==> config.mk <==
export PLATFORM = sky130hd
export DESIGN_NAME = dma_channel_addr_count_setup
export DESIGN_NICKNAME = d
export VERILOG_FILES = /design/src/dma_setup_pkg.sv /design/src/dma_elem_fifo.sv /design/src/dma_channel_addr_count_setup.sv
export SDC_FILE = /design/constraint.sdc
export NUM_CORES = 2
export LEC_CHECK = 0
export BUFFER_PORTS_ARGS = -buffer_cell sky130_fd_sc_hd__buf_4
export CAP_MARGIN = 15
export CORE_MARGIN = 2
export CORE_UTILIZATION = 63
export CTS_CLUSTER_DIAMETER = 50
export DETAILED_ROUTE_END_ITERATION = 8
export PLACE_DENSITY = 0.81
export SLEW_MARGIN = 20
export SYNTH_ARGS = -nofsm -noshare
export SYNTH_HDL_FRONTEND = slang
export SYNTH_SLANG_ARGS = --single-unit
==> constraint.sdc <==
create_clock -name core_clk_in -period 9.17 [get_ports core_clk_in]
set_input_delay 0.917 -clock core_clk_in [delete_from_list [all_inputs] [get_ports core_clk_in]]
set_output_delay 0.917 -clock core_clk_in [all_outputs]
set_load 0.005 [all_outputs]
==> src/dma_setup_pkg.sv <==
`default_nettype none
package dma_setup_pkg;
  // Avalon word address: channel in the upper bits, register in the low three
  localparam int         BUS_AW         = 8;
  localparam int         REG_IDX_W      = 3;
  localparam int         DATA_W         = 32;
  localparam int         ADDR_W         = 24;
  localparam int         HIGH_USED_W    = 8;
  localparam int         FIFO_DEPTH     = 4;
  localparam int         NUM_CH         = 6;

  localparam logic [2:0] OFS_SRC_LO     = 3'h0;
  localparam logic [2:0] OFS_SRC_HI     = 3'h1;
  localparam logic [2:0] OFS_DST_LO     = 3'h2;
  localparam logic [2:0] OFS_DST_HI     = 3'h3;
  localparam logic [2:0] OFS_ELEMS      = 3'h4;
  localparam logic [2:0] OFS_FRAMES     = 3'h5;
  localparam logic [2:0] OFS_CTRL       = 3'h6;
  localparam logic [2:0] OFS_STAT       = 3'h7;

  // Control word: start, element data type, source port, destination port
  localparam int         CTRL_START_BIT = 0;
  localparam int         CTRL_TYPE_LSB  = 1;
  localparam int         CTRL_SPORT_LSB = 3;
  localparam int         CTRL_DPORT_LSB = 5;
  localparam logic [6:0] CTRL_RESET     = 7'h00;
  localparam int         STAT_BUSY_BIT  = 0;
  localparam int         STAT_DONE_BIT  = 1;
  localparam int         STAT_TOUT_BIT  = 2;

  localparam logic [1:0] DT_8           = 2'h0;
  localparam logic [1:0] DT_16          = 2'h1;
  localparam logic [1:0] DT_32          = 2'h2;

  localparam logic [1:0] PORT_SARAM     = 2'h0;
  localparam logic [1:0] PORT_DARAM     = 2'h1;
  localparam logic [1:0] PORT_EXT_MEM   = 2'h2;
  localparam logic [1:0] PORT_PERIPH    = 2'h3;

  // Highest valid byte address of each port
  localparam logic [23:0] SARAM_TOP     = 24'h03FFFF;
  localparam logic [23:0] DARAM_TOP     = 24'h00FFFF;
  localparam logic [23:0] EXT_MEM_TOP   = 24'hFFFFFF;
  localparam logic [23:0] PERIPH_TOP    = 24'h01FFFF;
  // System-control window the peripheral port may not touch
  localparam logic [23:0] PROT_LO       = 24'h000000;
  localparam logic [23:0] PROT_HI       = 24'h007FFF;
endpackage : dma_setup_pkg
`default_nettype wire

==> src/dma_elem_fifo.sv <==
`timescale 1ns/100ps
`default_nettype none
module dma_elem_fifo #(
  parameter int WIDTH = 32,
  parameter int DEPTH = 4
) (
  // Clock and control
  input  wire logic             core_clk_in,
  input  wire logic             sys_rst_in,
  input  wire logic             ce_in,
  input  wire logic             clr_in,
  // Fill side
  input  wire logic             in_valid_in,
  output logic                  in_ready_out,
  input  wire logic [WIDTH-1:0] in_data_in,
  // Drain side
  output logic                  out_valid_out,
  input  wire logic             out_ready_in,
  output logic [WIDTH-1:0]      out_data_out
);
  localparam int PW = (DEPTH > 1) ? $clog2(DEPTH) : 1;

  logic [WIDTH-1:0] mem_r [DEPTH];
  logic [PW-1:0]    wr_ptr_r;
  logic [PW-1:0]    rd_ptr_r;
  logic [PW:0]      count_r;
  logic             push;
  logic             pop;

  assign in_ready_out  = (count_r != (PW+1)'(DEPTH));
  assign out_valid_out = (count_r != '0);
  assign out_data_out  = mem_r[rd_ptr_r];
  assign push          = in_valid_in && in_ready_out;
  assign pop           = out_ready_in && out_valid_out;

  function automatic logic [PW-1:0] ptr_inc(input logic [PW-1:0] p);
    ptr_inc = (p == PW'(DEPTH - 1)) ? '0 : p + PW'(1);
  endfunction : ptr_inc

  always_ff @(posedge core_clk_in) begin
    if (ce_in && push) begin
      mem_r[wr_ptr_r] <= in_data_in;
    end
  end

  always_ff @(posedge core_clk_in) begin
    if (sys_rst_in) begin
      wr_ptr_r <= '0;
      rd_ptr_r <= '0;
      count_r  <= '0;
    end else if (ce_in) begin
      if (clr_in) begin
        wr_ptr_r <= '0;
        rd_ptr_r <= '0;
        count_r  <= '0;
      end else begin
        if (push) begin
          wr_ptr_r <= ptr_inc(wr_ptr_r);
        end
        if (pop) begin
          rd_ptr_r <= ptr_inc(rd_ptr_r);
        end
        if (push && !pop) begin
          count_r <= count_r + (PW+1)'(1);
        end else if (pop && !push) begin
          count_r <= count_r - (PW+1)'(1);
        end
      end
    end
  end
endmodule : dma_elem_fifo
`default_nettype wire

==> src/dma_channel_addr_count_setup.sv <==
// Overview of operation
// - Every channel owns its own setup registers
// - Source start is upper over lower register
// - Destination start is upper over lower register
// - Out-of-range port address flags time-out error
// - Peripheral port cannot reach system-control registers
// - Element count gives elements per frame
// - Frame count gives frames per block
// - Count registers are not reset
// - Start address registers are 16-bit, not reset
// - Post-increment steps by 1, 2 or 4
//
// Chosen here: the register addresses and register access over Avalon-MM.
`timescale 1ns/100ps
`default_nettype none
module dma_channel_addr_count_setup
  import dma_setup_pkg::*;
#(
  parameter int NCH = dma_setup_pkg::NUM_CH
) (
  // Clock, reset, enable
  input  wire logic                             core_clk_in,
  input  wire logic                             sys_rst_in,
  input  wire logic                             ce_in,
  // Avalon-MM slave
  input  wire logic [dma_setup_pkg::BUS_AW-1:0] avs_address_in,
  input  wire logic                             avs_read_in,
  input  wire logic                             avs_write_in,
  input  wire logic [dma_setup_pkg::DATA_W-1:0] avs_writedata_in,
  output logic [dma_setup_pkg::DATA_W-1:0]      avs_readdata_out,
  output logic                                  avs_waitrequest_out,
  // Memory and peripheral port access
  output logic                                  mem_req_out,
  output logic                                  mem_we_out,
  output logic [1:0]                            mem_port_out,
  output logic [1:0]                            mem_size_out,
  output logic [dma_setup_pkg::ADDR_W-1:0]      mem_addr_out,
  output logic [dma_setup_pkg::DATA_W-1:0]      mem_wdata_out,
  input  wire logic                             mem_ack_in,
  input  wire logic                             mem_err_in,
  input  wire logic [dma_setup_pkg::DATA_W-1:0] mem_rdata_in,
  // Engine status
  output logic                                  busy_out,
  output logic                                  error_out
);
  import dma_setup_pkg::*;

  typedef enum logic [2:0] {ST_IDLE, ST_LOAD, ST_ISSUE, ST_RD, ST_WR} eng_state_e;
  localparam int CW = (NCH > 1) ? $clog2(NCH) : 1;

  // Per-channel setup; address and count registers left unreset on purpose
  logic [15:0] src_lo_r [NCH];
  logic [15:0] src_hi_r [NCH];
  logic [15:0] dst_lo_r [NCH];
  logic [15:0] dst_hi_r [NCH];
  logic [15:0] elems_r  [NCH];
  logic [15:0] frames_r [NCH];
  logic [6:0]  ctrl_r   [NCH];
  logic [NCH-1:0] pend_r;
  logic [NCH-1:0] done_r;
  logic [NCH-1:0] tout_r;

  logic              wait_r;
  logic [31:0]       rdata_r;
  logic              req;
  logic              take_wr;
  logic [BUS_AW-1:0] bus_ch;
  logic [2:0]        bus_reg;
  logic              bus_hit;
  logic [31:0]       rd_mux;

  eng_state_e        st_r;
  logic [CW-1:0]     cur_ch_r;
  logic [ADDR_W-1:0] src_wa_r;
  logic [ADDR_W-1:0] dst_wa_r;
  logic [15:0]       en_l_r;
  logic [15:0]       rd_e_r;
  logic [15:0]       rd_f_r;
  logic [15:0]       wr_e_r;
  logic [15:0]       wr_f_r;
  logic              rd_fin_r;
  logic              wr_last;
  logic [1:0]        dt_r;
  logic [1:0]        sport_r;
  logic [1:0]        dport_r;
  logic              req_r;
  logic              we_r;
  logic [1:0]        port_r;
  logic [ADDR_W-1:0] addr_r;
  logic [31:0]       wdata_r;
  logic              busy_r;
  logic              err_r;

  logic              grant;
  logic [CW-1:0]     grant_ch;
  logic              fin_ok;
  logic              fin_err;
  logic              fifo_in_ready;
  logic              fifo_out_valid;
  logic              fifo_pop;
  logic [31:0]       fifo_out_data;
  logic              do_rd;
  logic              do_wr;

  // Post-increment step per element data type
  function automatic logic [ADDR_W-1:0] step(input logic [1:0] dt);
    case (dt)
      DT_16:   step = 24'h000002;
      DT_32:   step = 24'h000004;
      default: step = 24'h000001;
    endcase
  endfunction : step

  // Whole element inside the port, and off-limits window kept from the peripheral port
  function automatic logic addr_ok(input logic [1:0] port, input logic [ADDR_W-1:0] a,
                                   input logic [1:0] dt);
    logic [ADDR_W:0]   last;
    logic [ADDR_W-1:0] top;
    last = {1'b0, a} + {1'b0, step(dt)} - 25'h0000001;
    case (port)
      PORT_SARAM: top = SARAM_TOP;
      PORT_DARAM: top = DARAM_TOP;
      PORT_EXT_MEM: top = EXT_MEM_TOP;
      default:    top = PERIPH_TOP;
    endcase
    addr_ok = (last <= {1'b0, top});
    if (port == PORT_PERIPH && a <= PROT_HI && last >= {1'b0, PROT_LO}) begin
      addr_ok = 1'b0;
    end
  endfunction : addr_ok

  // Element and frame countdown: {block finished, elements left, frames left}
  function automatic logic [32:0] count_next(input logic [15:0] e, input logic [15:0] f,
                                             input logic [15:0] en);
    if (e != 16'h0001) begin
      count_next = {1'b0, e - 16'h0001, f};
    end else if (f != 16'h0001) begin
      count_next = {1'b0, en, f - 16'h0001};
    end else begin
      count_next = {1'b1, e, f};
    end
  endfunction : count_next

  // Register bus: one wait cycle, then the answer
  assign req     = avs_read_in || avs_write_in;
  assign take_wr = ce_in && avs_write_in && !wait_r;
  assign bus_ch  = avs_address_in >> REG_IDX_W;
  assign bus_reg = avs_address_in[REG_IDX_W-1:0];
  assign bus_hit = (bus_ch < BUS_AW'(NCH));

  always_comb begin
    rd_mux = 32'h00000000;
    if (bus_hit) begin
      case (bus_reg)
        OFS_SRC_LO: rd_mux[15:0] = src_lo_r[bus_ch[CW-1:0]];
        OFS_SRC_HI: rd_mux[15:0] = src_hi_r[bus_ch[CW-1:0]];
        OFS_DST_LO: rd_mux[15:0] = dst_lo_r[bus_ch[CW-1:0]];
        OFS_DST_HI: rd_mux[15:0] = dst_hi_r[bus_ch[CW-1:0]];
        OFS_ELEMS:  rd_mux[15:0] = elems_r[bus_ch[CW-1:0]];
        OFS_FRAMES: rd_mux[15:0] = frames_r[bus_ch[CW-1:0]];
        OFS_CTRL: begin
          rd_mux[6:0]            = ctrl_r[bus_ch[CW-1:0]];
          rd_mux[CTRL_START_BIT] = pend_r[bus_ch[CW-1:0]];
        end
        default: begin
          rd_mux[STAT_BUSY_BIT] = busy_r && (cur_ch_r == bus_ch[CW-1:0]);
          rd_mux[STAT_DONE_BIT] = done_r[bus_ch[CW-1:0]];
          rd_mux[STAT_TOUT_BIT] = tout_r[bus_ch[CW-1:0]];
        end
      endcase
    end
  end

  always_ff @(posedge core_clk_in) begin
    if (sys_rst_in) begin
      wait_r  <= 1'b1;
      rdata_r <= 32'h00000000;
    end else if (ce_in) begin
      wait_r <= !(req && wait_r);
      if (avs_read_in && wait_r) begin
        rdata_r <= rd_mux;
      end
    end
  end

  // Setup registers of every channel, no reset
  always_ff @(posedge core_clk_in) begin
    if (take_wr && bus_hit) begin
      case (bus_reg)
        OFS_SRC_LO: src_lo_r[bus_ch[CW-1:0]] <= avs_writedata_in[15:0];
        OFS_SRC_HI: src_hi_r[bus_ch[CW-1:0]] <= avs_writedata_in[15:0];
        OFS_DST_LO: dst_lo_r[bus_ch[CW-1:0]] <= avs_writedata_in[15:0];
        OFS_DST_HI: dst_hi_r[bus_ch[CW-1:0]] <= avs_writedata_in[15:0];
        OFS_ELEMS:  elems_r[bus_ch[CW-1:0]]  <= avs_writedata_in[15:0];
        OFS_FRAMES: frames_r[bus_ch[CW-1:0]] <= avs_writedata_in[15:0];
        default: ;
      endcase
    end
  end

  // Control and sticky status; hardware set wins over software clear
  always_ff @(posedge core_clk_in) begin
    if (sys_rst_in) begin
      for (int i = 0; i < NCH; i++) begin
        ctrl_r[i] <= CTRL_RESET;
      end
      pend_r <= '0;
      done_r <= '0;
      tout_r <= '0;
    end else if (ce_in) begin
      for (int i = 0; i < NCH; i++) begin
        if (grant && grant_ch == CW'(i)) begin
          pend_r[i] <= 1'b0;
        end
        if (take_wr && bus_hit && bus_ch[CW-1:0] == CW'(i)) begin
          if (bus_reg == OFS_CTRL) begin
            ctrl_r[i] <= {avs_writedata_in[6:1], 1'b0};
            if (avs_writedata_in[CTRL_START_BIT]) begin
              pend_r[i] <= 1'b1;
            end
          end
          if (bus_reg == OFS_STAT) begin
            if (avs_writedata_in[STAT_DONE_BIT]) begin
              done_r[i] <= 1'b0;
            end
            if (avs_writedata_in[STAT_TOUT_BIT]) begin
              tout_r[i] <= 1'b0;
            end
          end
        end
        if (fin_ok && cur_ch_r == CW'(i)) begin
          done_r[i] <= 1'b1;
        end
        if (fin_err && cur_ch_r == CW'(i)) begin
          tout_r[i] <= 1'b1;
        end
      end
    end
  end

  // Lowest pending channel starts next
  always_comb begin
    grant    = 1'b0;
    grant_ch = '0;
    if (st_r == ST_IDLE) begin
      for (int i = NCH - 1; i >= 0; i--) begin
        if (pend_r[i]) begin
          grant    = 1'b1;
          grant_ch = CW'(i);
        end
      end
    end
  end

  // Reads fill the buffer whenever it has room; writes drain it only once it is full or all reads are done
  assign do_rd    = (st_r == ST_ISSUE) && !rd_fin_r && fifo_in_ready;
  assign do_wr    = (st_r == ST_ISSUE) && !do_rd && fifo_out_valid;
  assign fifo_pop = ce_in && do_wr && addr_ok(dport_r, dst_wa_r, dt_r);
  // Last write of the block is the one acked with both countdowns at one
  assign wr_last  = (wr_e_r == 16'h0001) && (wr_f_r == 16'h0001);
  assign fin_ok   = (st_r == ST_WR) && mem_ack_in && !mem_err_in && wr_last;
  assign fin_err  = ((st_r == ST_RD || st_r == ST_WR) && mem_err_in)
                    || (do_rd && !addr_ok(sport_r, src_wa_r, dt_r))
                    || (do_wr && !addr_ok(dport_r, dst_wa_r, dt_r));

  always_ff @(posedge core_clk_in) begin
    if (sys_rst_in) begin
      st_r     <= ST_IDLE;
      cur_ch_r <= '0;
      src_wa_r <= '0;
      dst_wa_r <= '0;
      en_l_r   <= 16'h0001;
      rd_e_r   <= 16'h0001;
      rd_f_r   <= 16'h0001;
      wr_e_r   <= 16'h0001;
      wr_f_r   <= 16'h0001;
      rd_fin_r <= 1'b0;
      dt_r     <= DT_8;
      sport_r  <= PORT_SARAM;
      dport_r  <= PORT_SARAM;
      req_r    <= 1'b0;
      we_r     <= 1'b0;
      port_r   <= PORT_SARAM;
      addr_r   <= '0;
      wdata_r  <= 32'h00000000;
      busy_r   <= 1'b0;
      err_r    <= 1'b0;
    end else if (ce_in) begin
      case (st_r)
        ST_IDLE: begin
          if (grant) begin
            cur_ch_r <= grant_ch;
            busy_r   <= 1'b1;
            err_r    <= 1'b0;
            st_r     <= ST_LOAD;
          end
        end
        ST_LOAD: begin
          src_wa_r <= {src_hi_r[cur_ch_r][HIGH_USED_W-1:0], src_lo_r[cur_ch_r]};
          dst_wa_r <= {dst_hi_r[cur_ch_r][HIGH_USED_W-1:0], dst_lo_r[cur_ch_r]};
          en_l_r   <= elems_r[cur_ch_r];
          rd_e_r   <= elems_r[cur_ch_r];
          wr_e_r   <= elems_r[cur_ch_r];
          rd_f_r   <= frames_r[cur_ch_r];
          wr_f_r   <= frames_r[cur_ch_r];
          rd_fin_r <= 1'b0;
          dt_r     <= ctrl_r[cur_ch_r][CTRL_TYPE_LSB +: 2];
          sport_r  <= ctrl_r[cur_ch_r][CTRL_SPORT_LSB +: 2];
          dport_r  <= ctrl_r[cur_ch_r][CTRL_DPORT_LSB +: 2];
          st_r     <= ST_ISSUE;
        end
        ST_ISSUE: begin
          if (fin_err) begin
            busy_r <= 1'b0;
            err_r  <= 1'b1;
            st_r   <= ST_IDLE;
          end else if (do_rd) begin
            req_r  <= 1'b1;
            we_r   <= 1'b0;
            port_r <= sport_r;
            addr_r <= src_wa_r;
            st_r   <= ST_RD;
          end else if (do_wr) begin
            req_r   <= 1'b1;
            we_r    <= 1'b1;
            port_r  <= dport_r;
            addr_r  <= dst_wa_r;
            wdata_r <= fifo_out_data;
            st_r    <= ST_WR;
          end
        end
        ST_RD: begin
          if (mem_err_in) begin
            req_r  <= 1'b0;
            busy_r <= 1'b0;
            err_r  <= 1'b1;
            st_r   <= ST_IDLE;
          end else if (mem_ack_in) begin
            req_r    <= 1'b0;
            src_wa_r <= src_wa_r + step(dt_r);
            {rd_fin_r, rd_e_r, rd_f_r} <= count_next(rd_e_r, rd_f_r, en_l_r);
            st_r     <= ST_ISSUE;
          end
        end
        ST_WR: begin
          if (mem_err_in) begin
            req_r  <= 1'b0;
            busy_r <= 1'b0;
            err_r  <= 1'b1;
            st_r   <= ST_IDLE;
          end else if (mem_ack_in) begin
            req_r    <= 1'b0;
            dst_wa_r <= dst_wa_r + step(dt_r);
            {wr_e_r, wr_f_r} <= 32'(count_next(wr_e_r, wr_f_r, en_l_r));
            if (wr_last) begin
              busy_r <= 1'b0;
              st_r   <= ST_IDLE;
            end else begin
              st_r <= ST_ISSUE;
            end
          end
        end
        default: st_r <= ST_IDLE;
      endcase
    end
  end

  dma_elem_fifo #(
    .WIDTH (DATA_W),
    .DEPTH (FIFO_DEPTH)
  ) u_elem_fifo (
    .core_clk_in   (core_clk_in),
    .sys_rst_in    (sys_rst_in),
    .ce_in         (ce_in),
    .clr_in        (st_r == ST_LOAD),
    .in_valid_in   ((st_r == ST_RD) && mem_ack_in && !mem_err_in),
    .in_ready_out  (fifo_in_ready),
    .in_data_in    (mem_rdata_in),
    .out_valid_out (fifo_out_valid),
    .out_ready_in  (fifo_pop),
    .out_data_out  (fifo_out_data)
  );

  assign avs_readdata_out    = rdata_r;
  assign avs_waitrequest_out = wait_r;
  assign mem_req_out         = req_r;
  assign mem_we_out          = we_r;
  assign mem_port_out        = port_r;
  assign mem_size_out        = dt_r;
  assign mem_addr_out        = addr_r;
  assign mem_wdata_out       = wdata_r;
  assign busy_out            = busy_r;
  assign error_out           = err_r;
endmodule : dma_channel_addr_count_setup
`default_nettype wire

# Word level (Yosys, flattened, before mapping)

Memory sizes are Yosys's and may differ from the RTL's. A register that Yosys moved wholly into a read port is not among the register bits.
Cells that the tools add are included.

Word-level logic and storage cells: 508
Memories: 8
Bits in registers: 207
Output and inout bits: 97
Input port bits: 79
Bits in writable memories: 740

Bitwise logic cells: 8
$lt $le $gt $ge: 8
Reduce and logical (&&, ||, !) cells: 151
Muxes and demuxes: 220
Equality and inequality tests: 65
Add/sub/neg operators: 14

Memory list:

| memory            | words | bits a word | read ports | clocked after Yosys merged registers in | wr ports | RTL line                           | RTL |
|---|---|---|---|---|---|---|---|
| u_elem_fifo.mem_r | 4     | 32          | 1          | 1                                       | 1        | dma_elem_fifo.sv:23                | `logic [WIDTH-1:0] mem_r [DEPTH];` |
| dst_hi_r          | 6     | 16          | 2          | 1                                       | 1        | dma_channel_addr_count_setup.sv:55 | `logic [15:0] dst_hi_r [NCH];` |
| dst_lo_r          | 6     | 16          | 2          | 1                                       | 1        | dma_channel_addr_count_setup.sv:54 | `logic [15:0] dst_lo_r [NCH];` |
| elems_r           | 6     | 16          | 2          | 1                                       | 1        | dma_channel_addr_count_setup.sv:56 | `logic [15:0] elems_r [NCH];` |
| frames_r          | 6     | 16          | 2          | 1                                       | 1        | dma_channel_addr_count_setup.sv:57 | `logic [15:0] frames_r [NCH];` |
| src_hi_r          | 6     | 16          | 2          | 1                                       | 1        | dma_channel_addr_count_setup.sv:53 | `logic [15:0] src_hi_r [NCH];` |
| 2 more memories   | --    | --          | --         | --                                      | --       | --                                 |  |

Operators by type and width:

| operator                                                         | number |
|---|---|
| 2-to-1 mux 24 bit                                                | 14 |
| 2-to-1 mux 16 bit                                                | 9 |
| one-hot mux 24 bit (3 select lines)                              | 2 |
| 2-to-1 mux 1 bit                                                 | 128 |
| one-hot mux 16 bit (2 select lines)                              | 4 |
| one-hot mux 24 bit (2 select lines)                              | 2 |
| 2-to-1 mux 3 bit                                                 | 30 |
| nonzero test 2 bit                                               | 42 |
| 2-to-1 mux 33 bit                                                | 2 |
| 2-to-1 mux 32 bit                                                | 2 |
| != test 16 x 1 -> 1 bit, second input constant                   | 4 |
| subtractor 16 x 1 -> 16 bit, second input constant               | 4 |
| AND reduction 4 bit                                              | 15 |
| logical AND 1 bit                                                | 54 |
| one-hot mux 9 bit (6 select lines)                               | 1 |
| adder 24 x 24 -> 25 bit                                          | 2 |
| >= comparator 25 x 1 -> 1 bit, second input constant             | 2 |
| less-or-equal comparator 25 x 24 -> 1 bit                        | 2 |
| subtractor 25 x 1 -> 25 bit, second input constant               | 2 |
| adder 24 bit                                                     | 2 |
| less-or-equal comparator 24 x 15 -> 1 bit, second input constant | 2 |
| 2-to-1 mux 6 bit                                                 | 6 |
| equality test 3 bit, second input constant                       | 11 |
| equality test 16 x 1 -> 1 bit, second input constant             | 2 |
| other kinds (38)                                                 | 122 |

# Longest topological paths before layout

Word-level depth: 14
Depth in mapped cells: 37
Depth with buffers taken out: 35

# Cells and area by module

A second synthesis with hierarchy kept.

Cells, all modules: 3955
Area, all modules: 49212.2 um2

Modules (own cells, without submodules):

| module                       | cells each | seq. area each (um2) | area an instance (um2) | times used |
|---|---|---|---|---|
| dma_channel_addr_count_setup | 3725       | 23202.3              | 44041.0                | 1 |
| dma_elem_fifo                | 230        | 4023.9               | 5171.2                 | 1 |

# Least setup slack after synthesis

OpenSTA, ideal clock, no wires.

Path type: reg2reg
Start: register dt_r[0] (netlist: mem_size_out[0]) (read register of ctrl_r)
End: register u_elem_fifo.count_r[2]
Data required time: 9.042 ns
Stages on the path, launching flop included: 37
Arrival: 6.273 ns
Path buffers: 2
Period minus slack after synthesis: 6.401 ns
Path slack: 2.769 ns
Setup time: 0.128 ns
Cell sequence: dfxtp_1 > ha_1 > inv_1 > ha_1 > inv_1 > ha_1 > inv_1 > fa_1 > nor2b_1 > o31ai_1 > a21oi_1 > o41ai_2 > o21bai_1 > a21o_1 > a221o_1 > a221oi_2 > o21bai_1 > a21oi_1 > xor2_1 > ha_1 > nand3_1 > and4b_1 > nand3_1 > or3_1 > nor4_1 > a41o_1 > nand4_1 > buf_4 > buf_2 > ha_1 > inv_1 > fa_1 > xor2_1 > nor2_1 > o21ai_0 > a22oi_1 > nor2_1

Word-level cells in the longest chain between the ends: 13
Elaborated cells on any way between the ends: 18
Those cells by class: 2 x add/sub; 2 x order compare; 2 x eq/ne; 4 x mux; 8 x reduce/logical

RTL lines:

| element                                                                         | RTL line                            | RTL |
|---|---|---|
| from (decl)                                                                     | dma_channel_addr_count_setup.sv:83  | `logic [1:0] dt_r;` |
| equality test 2 bit / equality test 2 x 1 -> 1 bit (equally long branches)      | dma_channel_addr_count_setup.sv:107 | `case (dt)` |
| one-hot mux 3 bit (2 select lines) (*)                                          | dma_channel_addr_count_setup.sv:107 |  |
| adder 24 x 24 -> 25 bit (*)                                                     | dma_channel_addr_count_setup.sv:119 | `last = {1'b0, a} + {1'b0, step(dt)} - 25'h0000001;` |
| subtractor 25 x 1 -> 25 bit (*)                                                 | dma_channel_addr_count_setup.sv:119 |  |
| >= comparator 25 x 1 -> 1 bit                                                   | dma_channel_addr_count_setup.sv:127 | `if (port == PORT_PERIPH && a <= PROT_HI && last >= {1'b0, PROT_LO}) begin` |
| logical AND 1 bit                                                               | dma_channel_addr_count_setup.sv:127 |  |
| 2-to-1 mux 1 bit (*)                                                            | dma_channel_addr_count_setup.sv:127 |  |
| logical AND 1 bit (*)                                                           | dma_channel_addr_count_setup.sv:258 | `assign fifo_pop = ce_in && do_wr && addr_ok(dport_r, dst_wa_r, dt_r);` |
| logical AND 1 bit (*)                                                           | dma_elem_fifo.sv:34                 | `assign pop = out_ready_in && out_valid_out;` |
| logical NOT 1 bit                                                               | dma_elem_fifo.sv:63                 | `if (push && !pop) begin` |
| logical AND 1 bit                                                               | dma_elem_fifo.sv:63                 |  |
| nonzero test 3 bit (no source line) / 2-to-1 mux 3 bit (equally long branches)  | --                                  |  |
| AND reduction 2 bit (no source line) / 2-to-1 mux 3 bit (equally long branches) | --                                  |  |
| to (signal assigned)                                                            | dma_elem_fifo.sv:64                 | `count_r <= count_r + (PW+1)'(1);` |
| to (signal assigned)                                                            | dma_elem_fifo.sv:66                 | `count_r <= count_r - (PW+1)'(1);` |
| to (decl)                                                                       | dma_elem_fifo.sv:26                 | `logic [PW:0] count_r;` |

Mark *: on every way between the ends. The rest lies on a longest branch, timed or not.
A chain may end at the register's enable or synchronous reset.

# Worst setup path after layout

Start: register dt_r[0] (netlist: mem_size_out[0]) (read register of ctrl_r)
End: register err_r (netlist: error_out)

Word-level cells in the longest chain between the ends: 13
Elaborated cells on any way between the ends: 23
Those cells by class: 4 x add/sub; 4 x order compare; 3 x eq/ne; 3 x mux; 9 x reduce/logical

RTL lines:

| element                                                                    | RTL line                            | RTL |
|---|---|---|
| equality test 2 bit / equality test 2 x 1 -> 1 bit (equally long branches) | dma_channel_addr_count_setup.sv:107 |  |
| one-hot mux 3 bit (2 select lines) (*)                                     | dma_channel_addr_count_setup.sv:107 |  |
| adder 24 x 24 -> 25 bit                                                    | dma_channel_addr_count_setup.sv:119 |  |
| subtractor 25 x 1 -> 25 bit                                                | dma_channel_addr_count_setup.sv:119 |  |
| >= comparator 25 x 1 -> 1 bit                                              | dma_channel_addr_count_setup.sv:127 |  |
| logical AND 1 bit                                                          | dma_channel_addr_count_setup.sv:127 |  |
| 2-to-1 mux 1 bit                                                           | dma_channel_addr_count_setup.sv:127 |  |
| logical NOT 1 bit                                                          | dma_channel_addr_count_setup.sv:263 | `\|\| (do_rd && !addr_ok(sport_r, src_wa_r, dt_r))` |
| logical AND 1 bit                                                          | dma_channel_addr_count_setup.sv:263 |  |
| logical OR 1 bit                                                           | dma_channel_addr_count_setup.sv:263 |  |
| logical OR 1 bit (*)                                                       | dma_channel_addr_count_setup.sv:264 | `\|\| (do_wr && !addr_ok(dport_r, dst_wa_r, dt_r));` |
| != test 2 bit (no source line) (*)                                         | --                                  |  |
| AND reduction 5 bit (no source line) (*)                                   | --                                  |  |
| to (signal assigned)                                                       | dma_channel_addr_count_setup.sv:287 | `err_r <= 1'b0;` |
| to (signal assigned)                                                       | dma_channel_addr_count_setup.sv:294 | `err_r <= 1'b0;` |
| to (signal assigned)                                                       | dma_channel_addr_count_setup.sv:315 | `err_r <= 1'b1;` |
| to (decl)                                                                  | dma_channel_addr_count_setup.sv:92  | `logic err_r;` |

Marks and branches as above.

==> flow_metrics.py <==
metrics = {
    "grt": {
        "grt_first_pass_wirelength_um": 214000,
        "grt.overflow.total": 0,
        "grt_max_degree": 117,
        "grt_antenna_before_repair": 6,
        "grt_pass1_vias": 33386,
        "track_usage": 0.365,
    },
    "yosys": {
        "synth_area_leaders": "sky130_fd_sc_hd__edfxtp_1 46%, sky130_fd_sc_hd__dfxtp_1 10%, sky130_fd_sc_hd__mux4_2 10%",
        "synth.most_common_cell": "sky130_fd_sc_hd__edfxtp_1",
        "synth-async-reset-ratio": 0,
        "post_synth_num_cell_types": 93,
        "netlist.top_cell.by_area": "sky130_fd_sc_hd__edfxtp_1",
        "post_synth_instance_area_um2": 48700,
        "ys_warn_count": 0,
        "postSynth.topFlopCell": "sky130_fd_sc_hd__edfxtp_1",
        "synth_seq_cells": 988,
        "yosysSeqAreaShare": 0.558,
        "netlist_instances": 3909,
        "synth-edff-count": 740,
        "ys_top_cells_by_count": "740 x sky130_fd_sc_hd__edfxtp_1, 416 x sky130_fd_sc_hd__nor2_1, 253 x sky130_fd_sc_hd__nand2_1, 248 x sky130_fd_sc_hd__dfxtp_1, 244 x sky130_fd_sc_hd__o21ai_0",
        "yosysTopAreaCellShare": 0.456,
        "post_synth.cell_area_avg_um2": 12.5,
    },
    "timing": {
        "fmaxAchievable_mhz": 140,
        "setup_repair_after_global_routing_missed_its_margin": "no",
        "setup_tns_ns": 0,
        "actual_slew_at_the_worst_max_slew_pin_ns": 1.25,
        "finalWorstPathRequiredPeriod_ns": 7.15,
        "report.final.slew_viol_count": 0,
        "clock_skew_ns": 0.0247,
        "setup_violations": 0,
        "final_hold_viol_count": 0,
        "slew_headroom": 0.143,
        "fin_worst_hold_slack_ns": 0.421,
        "min_period_over_period": 0.780,
    },
    "placement": {
        "place.detailed.hpwl_um": 92500,
        "placed_inst_area_um2": 50700,
        "port_buffers": 143,
        "globalplace.congestion": 0.965,
        "place.detailed.instances": 4909,
    },
    "cts": {
        "ctsHoldBuffers": 0,
        "cts_setup_buffers": 0,
        "clk_path_buf_depth": 3,
        "cts_root_buf": "sky130_fd_sc_hd__clkbuf_16",
        "number_of_gates_resized_after_cts": 0,
        "path_clk_slew_ns": 0.06,
        "htree_num_levels": 3,
        "cts_tree": "done",
        "clock_sink_count": 988,
        "numCtsBuffers": 110,
        "clk_latency_ns": 0.70,
    },
    "die": {
        "core_area_um2": 76200,
        "io_pins": 176,
        "chipWidth_um": 282,
        "initial_core_util": 0.639,
        "chip_height_um": 282,
        "die-area_um2": 79600,
        "cell_rows": 101,
    },
    "setup_path": {
        "timing.setup.critical_path_class": "reg2reg",
        "critical_path_arrival_ns": 7.72,
        "worst-r2r-cell-count": 30,
        "regToRegEndpoint": "error_out",
        "critical_path.slowest_cell": "sky130_fd_sc_hd__nor2_2",
        "r2r_slack_ns": 2.02,
        "critPathMaxFanout": 8,
        "worst_setup_path_end_kind": "flip-flop",
        "critPathMaxStageDelay_ns": 0.60,
        "crit-reg2reg-launch": "mem_size_out[0]",
        "setup.worst_path.start_class": "flip-flop",
        "worst_ep_required_time_ns": 9.74,
    },
    "detailed_routing": {
        "drt-total-wl_um": 145000,
        "detail_route.wl_per_cell_um": 28.3,
        "dr.pass1.iters": 9,
        "detail-route-antenna-nets": 0,
        "drc_errors": 0,
        "drt_iter0_drc": 5558,
        "vias": 35513,
        "drt-vias-per-instance": 6.94,
    },
    "power": {
        "power_frac_comb": 0.049,
        "power-per-cell-area_nw_per_um2": 183,
        "power_frac_seq": 0.484,
        "power.share.clock": 0.467,
        "internal_power_mw": 7.73,
        "irDropWorstVdd_mv": 0.185,
        "total_leakage_power_nw": 18.7,
        "netSwitchingPower_mw": 2.22,
        "switching_share": 0.223,
    },
    "worst_hold_path": {
        "hold_start": "mem_rdata_in[15]",
        "holdCritPathClass": "in2reg",
        "hold-path-cell-count": 1,
        "min_delay_worst_endpoint": "u_elem_fifo.mem_r[3][15]",
    },
    "cells_and_area": {
        "flow.area_growth_from_synthesis_pct": 11.9,
        "final_cell_area_um2": 54500,
        "drive_above_1_share": 0.170,
        "nNetsFinal": 4217,
        "finalNonFillerCells": 5119,
        "filler_instances": 4925,
    },
    "run_status": {
        "outcome": "completed",
    },
    "run": {
        "max_cap_violations": 0,
    },
}
## worst max-delay path by stage
stage,from,to,cells past startpoint
floorplan,mem_size_out[0],u_elem_fifo.count_r[2],36
global placement,mem_size_out[0],error_out,30
detailed placement,mem_size_out[0],mem_addr_out[17],31
CTS,mem_size_out[0],mem_addr_out[17],31
global route,mem_size_out[0],mem_addr_out[17],31
finish,mem_size_out[0],error_out,30
## power groups by stage
stage / Sequential [mW] / Clock, mW / Combinational [mW]
2_1_floorplan: 4.91 / 0 / 0.281
3_3_place_gp: 4.91 / 0 / 0.452
3_5_place_dp: 4.91 / 0 / 0.461
4_1_cts: 4.82 / 4.64 / 0.468
5_1_grt: 4.81 / 4.81 / 0.501
6_report: 4.82 / 4.65 / 0.483
## area by class of cell
type,count,area (um2),share of cell area
diodes,2,5.00,0.0000918
clock buffers,137,2950,0.0540
clock inverters,71,895,0.0164
inverters,94,353,0.00647
multi-input cells,2577,20100,0.369
flip-flops and latches,988,27200,0.499
well taps,1030,1290,0.0236
repair buffers,220,1690,0.0310
## worst max-delay path, delay by kind of cell, from the launching register on
family	cells	cell delay (ns)
adder cells (fa/ha/maj)	5	1.25
flip-flops	1	0.38
AND/OR/NAND/NOR	7	1.50
AO/OA/AOI/OAI	14	3.52
XOR/XNOR	1	0.14
buffers and inverters	3	0.26
## metrics by stage
stage / setup WS [ns] / utilization / total power, mW
after CTS: 2.19 / 0.715 / 9.93
after floorplan: 2.77 / - / 5.19
after detailed placement: 2.20 / 0.665 / 5.37
final: 2.02 / 0.715 / 9.95
after global placement: 2.35 / 0.665 / 5.36
after global routing: 1.55 / 0.715 / 10.1
## cells by family (layout without fill, tap and decap cells)
group | count (synthesis) | in the layout | share of synthesized area
mux | 470 | 470 | 0.153
compound gates | 853 | 853 | 0.113
simple gates | 1046 | 1046 | 0.0982
flops | 988 | 988 | 0.558
fa+ha+maj | 147 | 147 | 0.0385
other cells | 1 | 18 | 0.0000770
buf+inv | 359 | 522 | 0.0304
xor+xnor | 45 | 45 | 0.00809
## placed cells by master, fill, tap and decap left out, types with 16 or more instances in the layout
master and instances:
sky130_fd_sc_hd__mux2i_1 235, sky130_fd_sc_hd__mux4_2 220, sky130_fd_sc_hd__or3_1 22, sky130_fd_sc_hd__o21ai_0 244, sky130_fd_sc_hd__xor2_1 19, sky130_fd_sc_hd__clkbuf_1 19
sky130_fd_sc_hd__ha_1 142, sky130_fd_sc_hd__and3_1 26, sky130_fd_sc_hd__dfxtp_1 244, sky130_fd_sc_hd__nand3_1 80, sky130_fd_sc_hd__a21o_1 16, sky130_fd_sc_hd__o22ai_1 54
sky130_fd_sc_hd__xnor2_1 26, sky130_fd_sc_hd__nand2_1 251, sky130_fd_sc_hd__nor4_1 41, sky130_fd_sc_hd__nor3_1 62, sky130_fd_sc_hd__o211ai_1 31, sky130_fd_sc_hd__bufinv_16 16
sky130_fd_sc_hd__nor2b_1 20, sky130_fd_sc_hd__nand2b_1 18, sky130_fd_sc_hd__a31oi_1 26, sky130_fd_sc_hd__clkinv_2 19, sky130_fd_sc_hd__buf_4 216, sky130_fd_sc_hd__and2_1 42
sky130_fd_sc_hd__inv_1 93, sky130_fd_sc_hd__clkbuf_16 111, sky130_fd_sc_hd__nor2_1 415, sky130_fd_sc_hd__a21oi_1 212, sky130_fd_sc_hd__conb_1 16, sky130_fd_sc_hd__edfxtp_1 740
sky130_fd_sc_hd__a22oi_1 56, sky130_fd_sc_hd__a211oi_1 74, sky130_fd_sc_hd__a311oi_2 24
## flip-flops by register name, indices dropped and copies added, names as in the netlist, 32 cells and up, named ones only
signal	count
ctrl_r	36
dst_hi_r	96
dst_lo_r	96
elems_r	96
frames_r	96
mem_wdata_out	32
src_hi_r	96
src_lo_r	96
u_elem_fifo.mem_r	128
## metal layers
| layer | global-route usage | wire (um) | share of wire | vias up |
|---|---|---|---|---|
| li1 | - | - | - | 15139 |
| met5 | 0 | 72 | 0.00050 | - |
| met1 | 0.492 | 52600 | 0.36 | 17388 |
| met2 | 0.561 | 66200 | 0.46 | 2507 |
| met3 | 0.101 | 18500 | 0.13 | 469 |
| met4 | 0.157 | 7570 | 0.052 | 10 |
(Power assumes the default switching activity.)
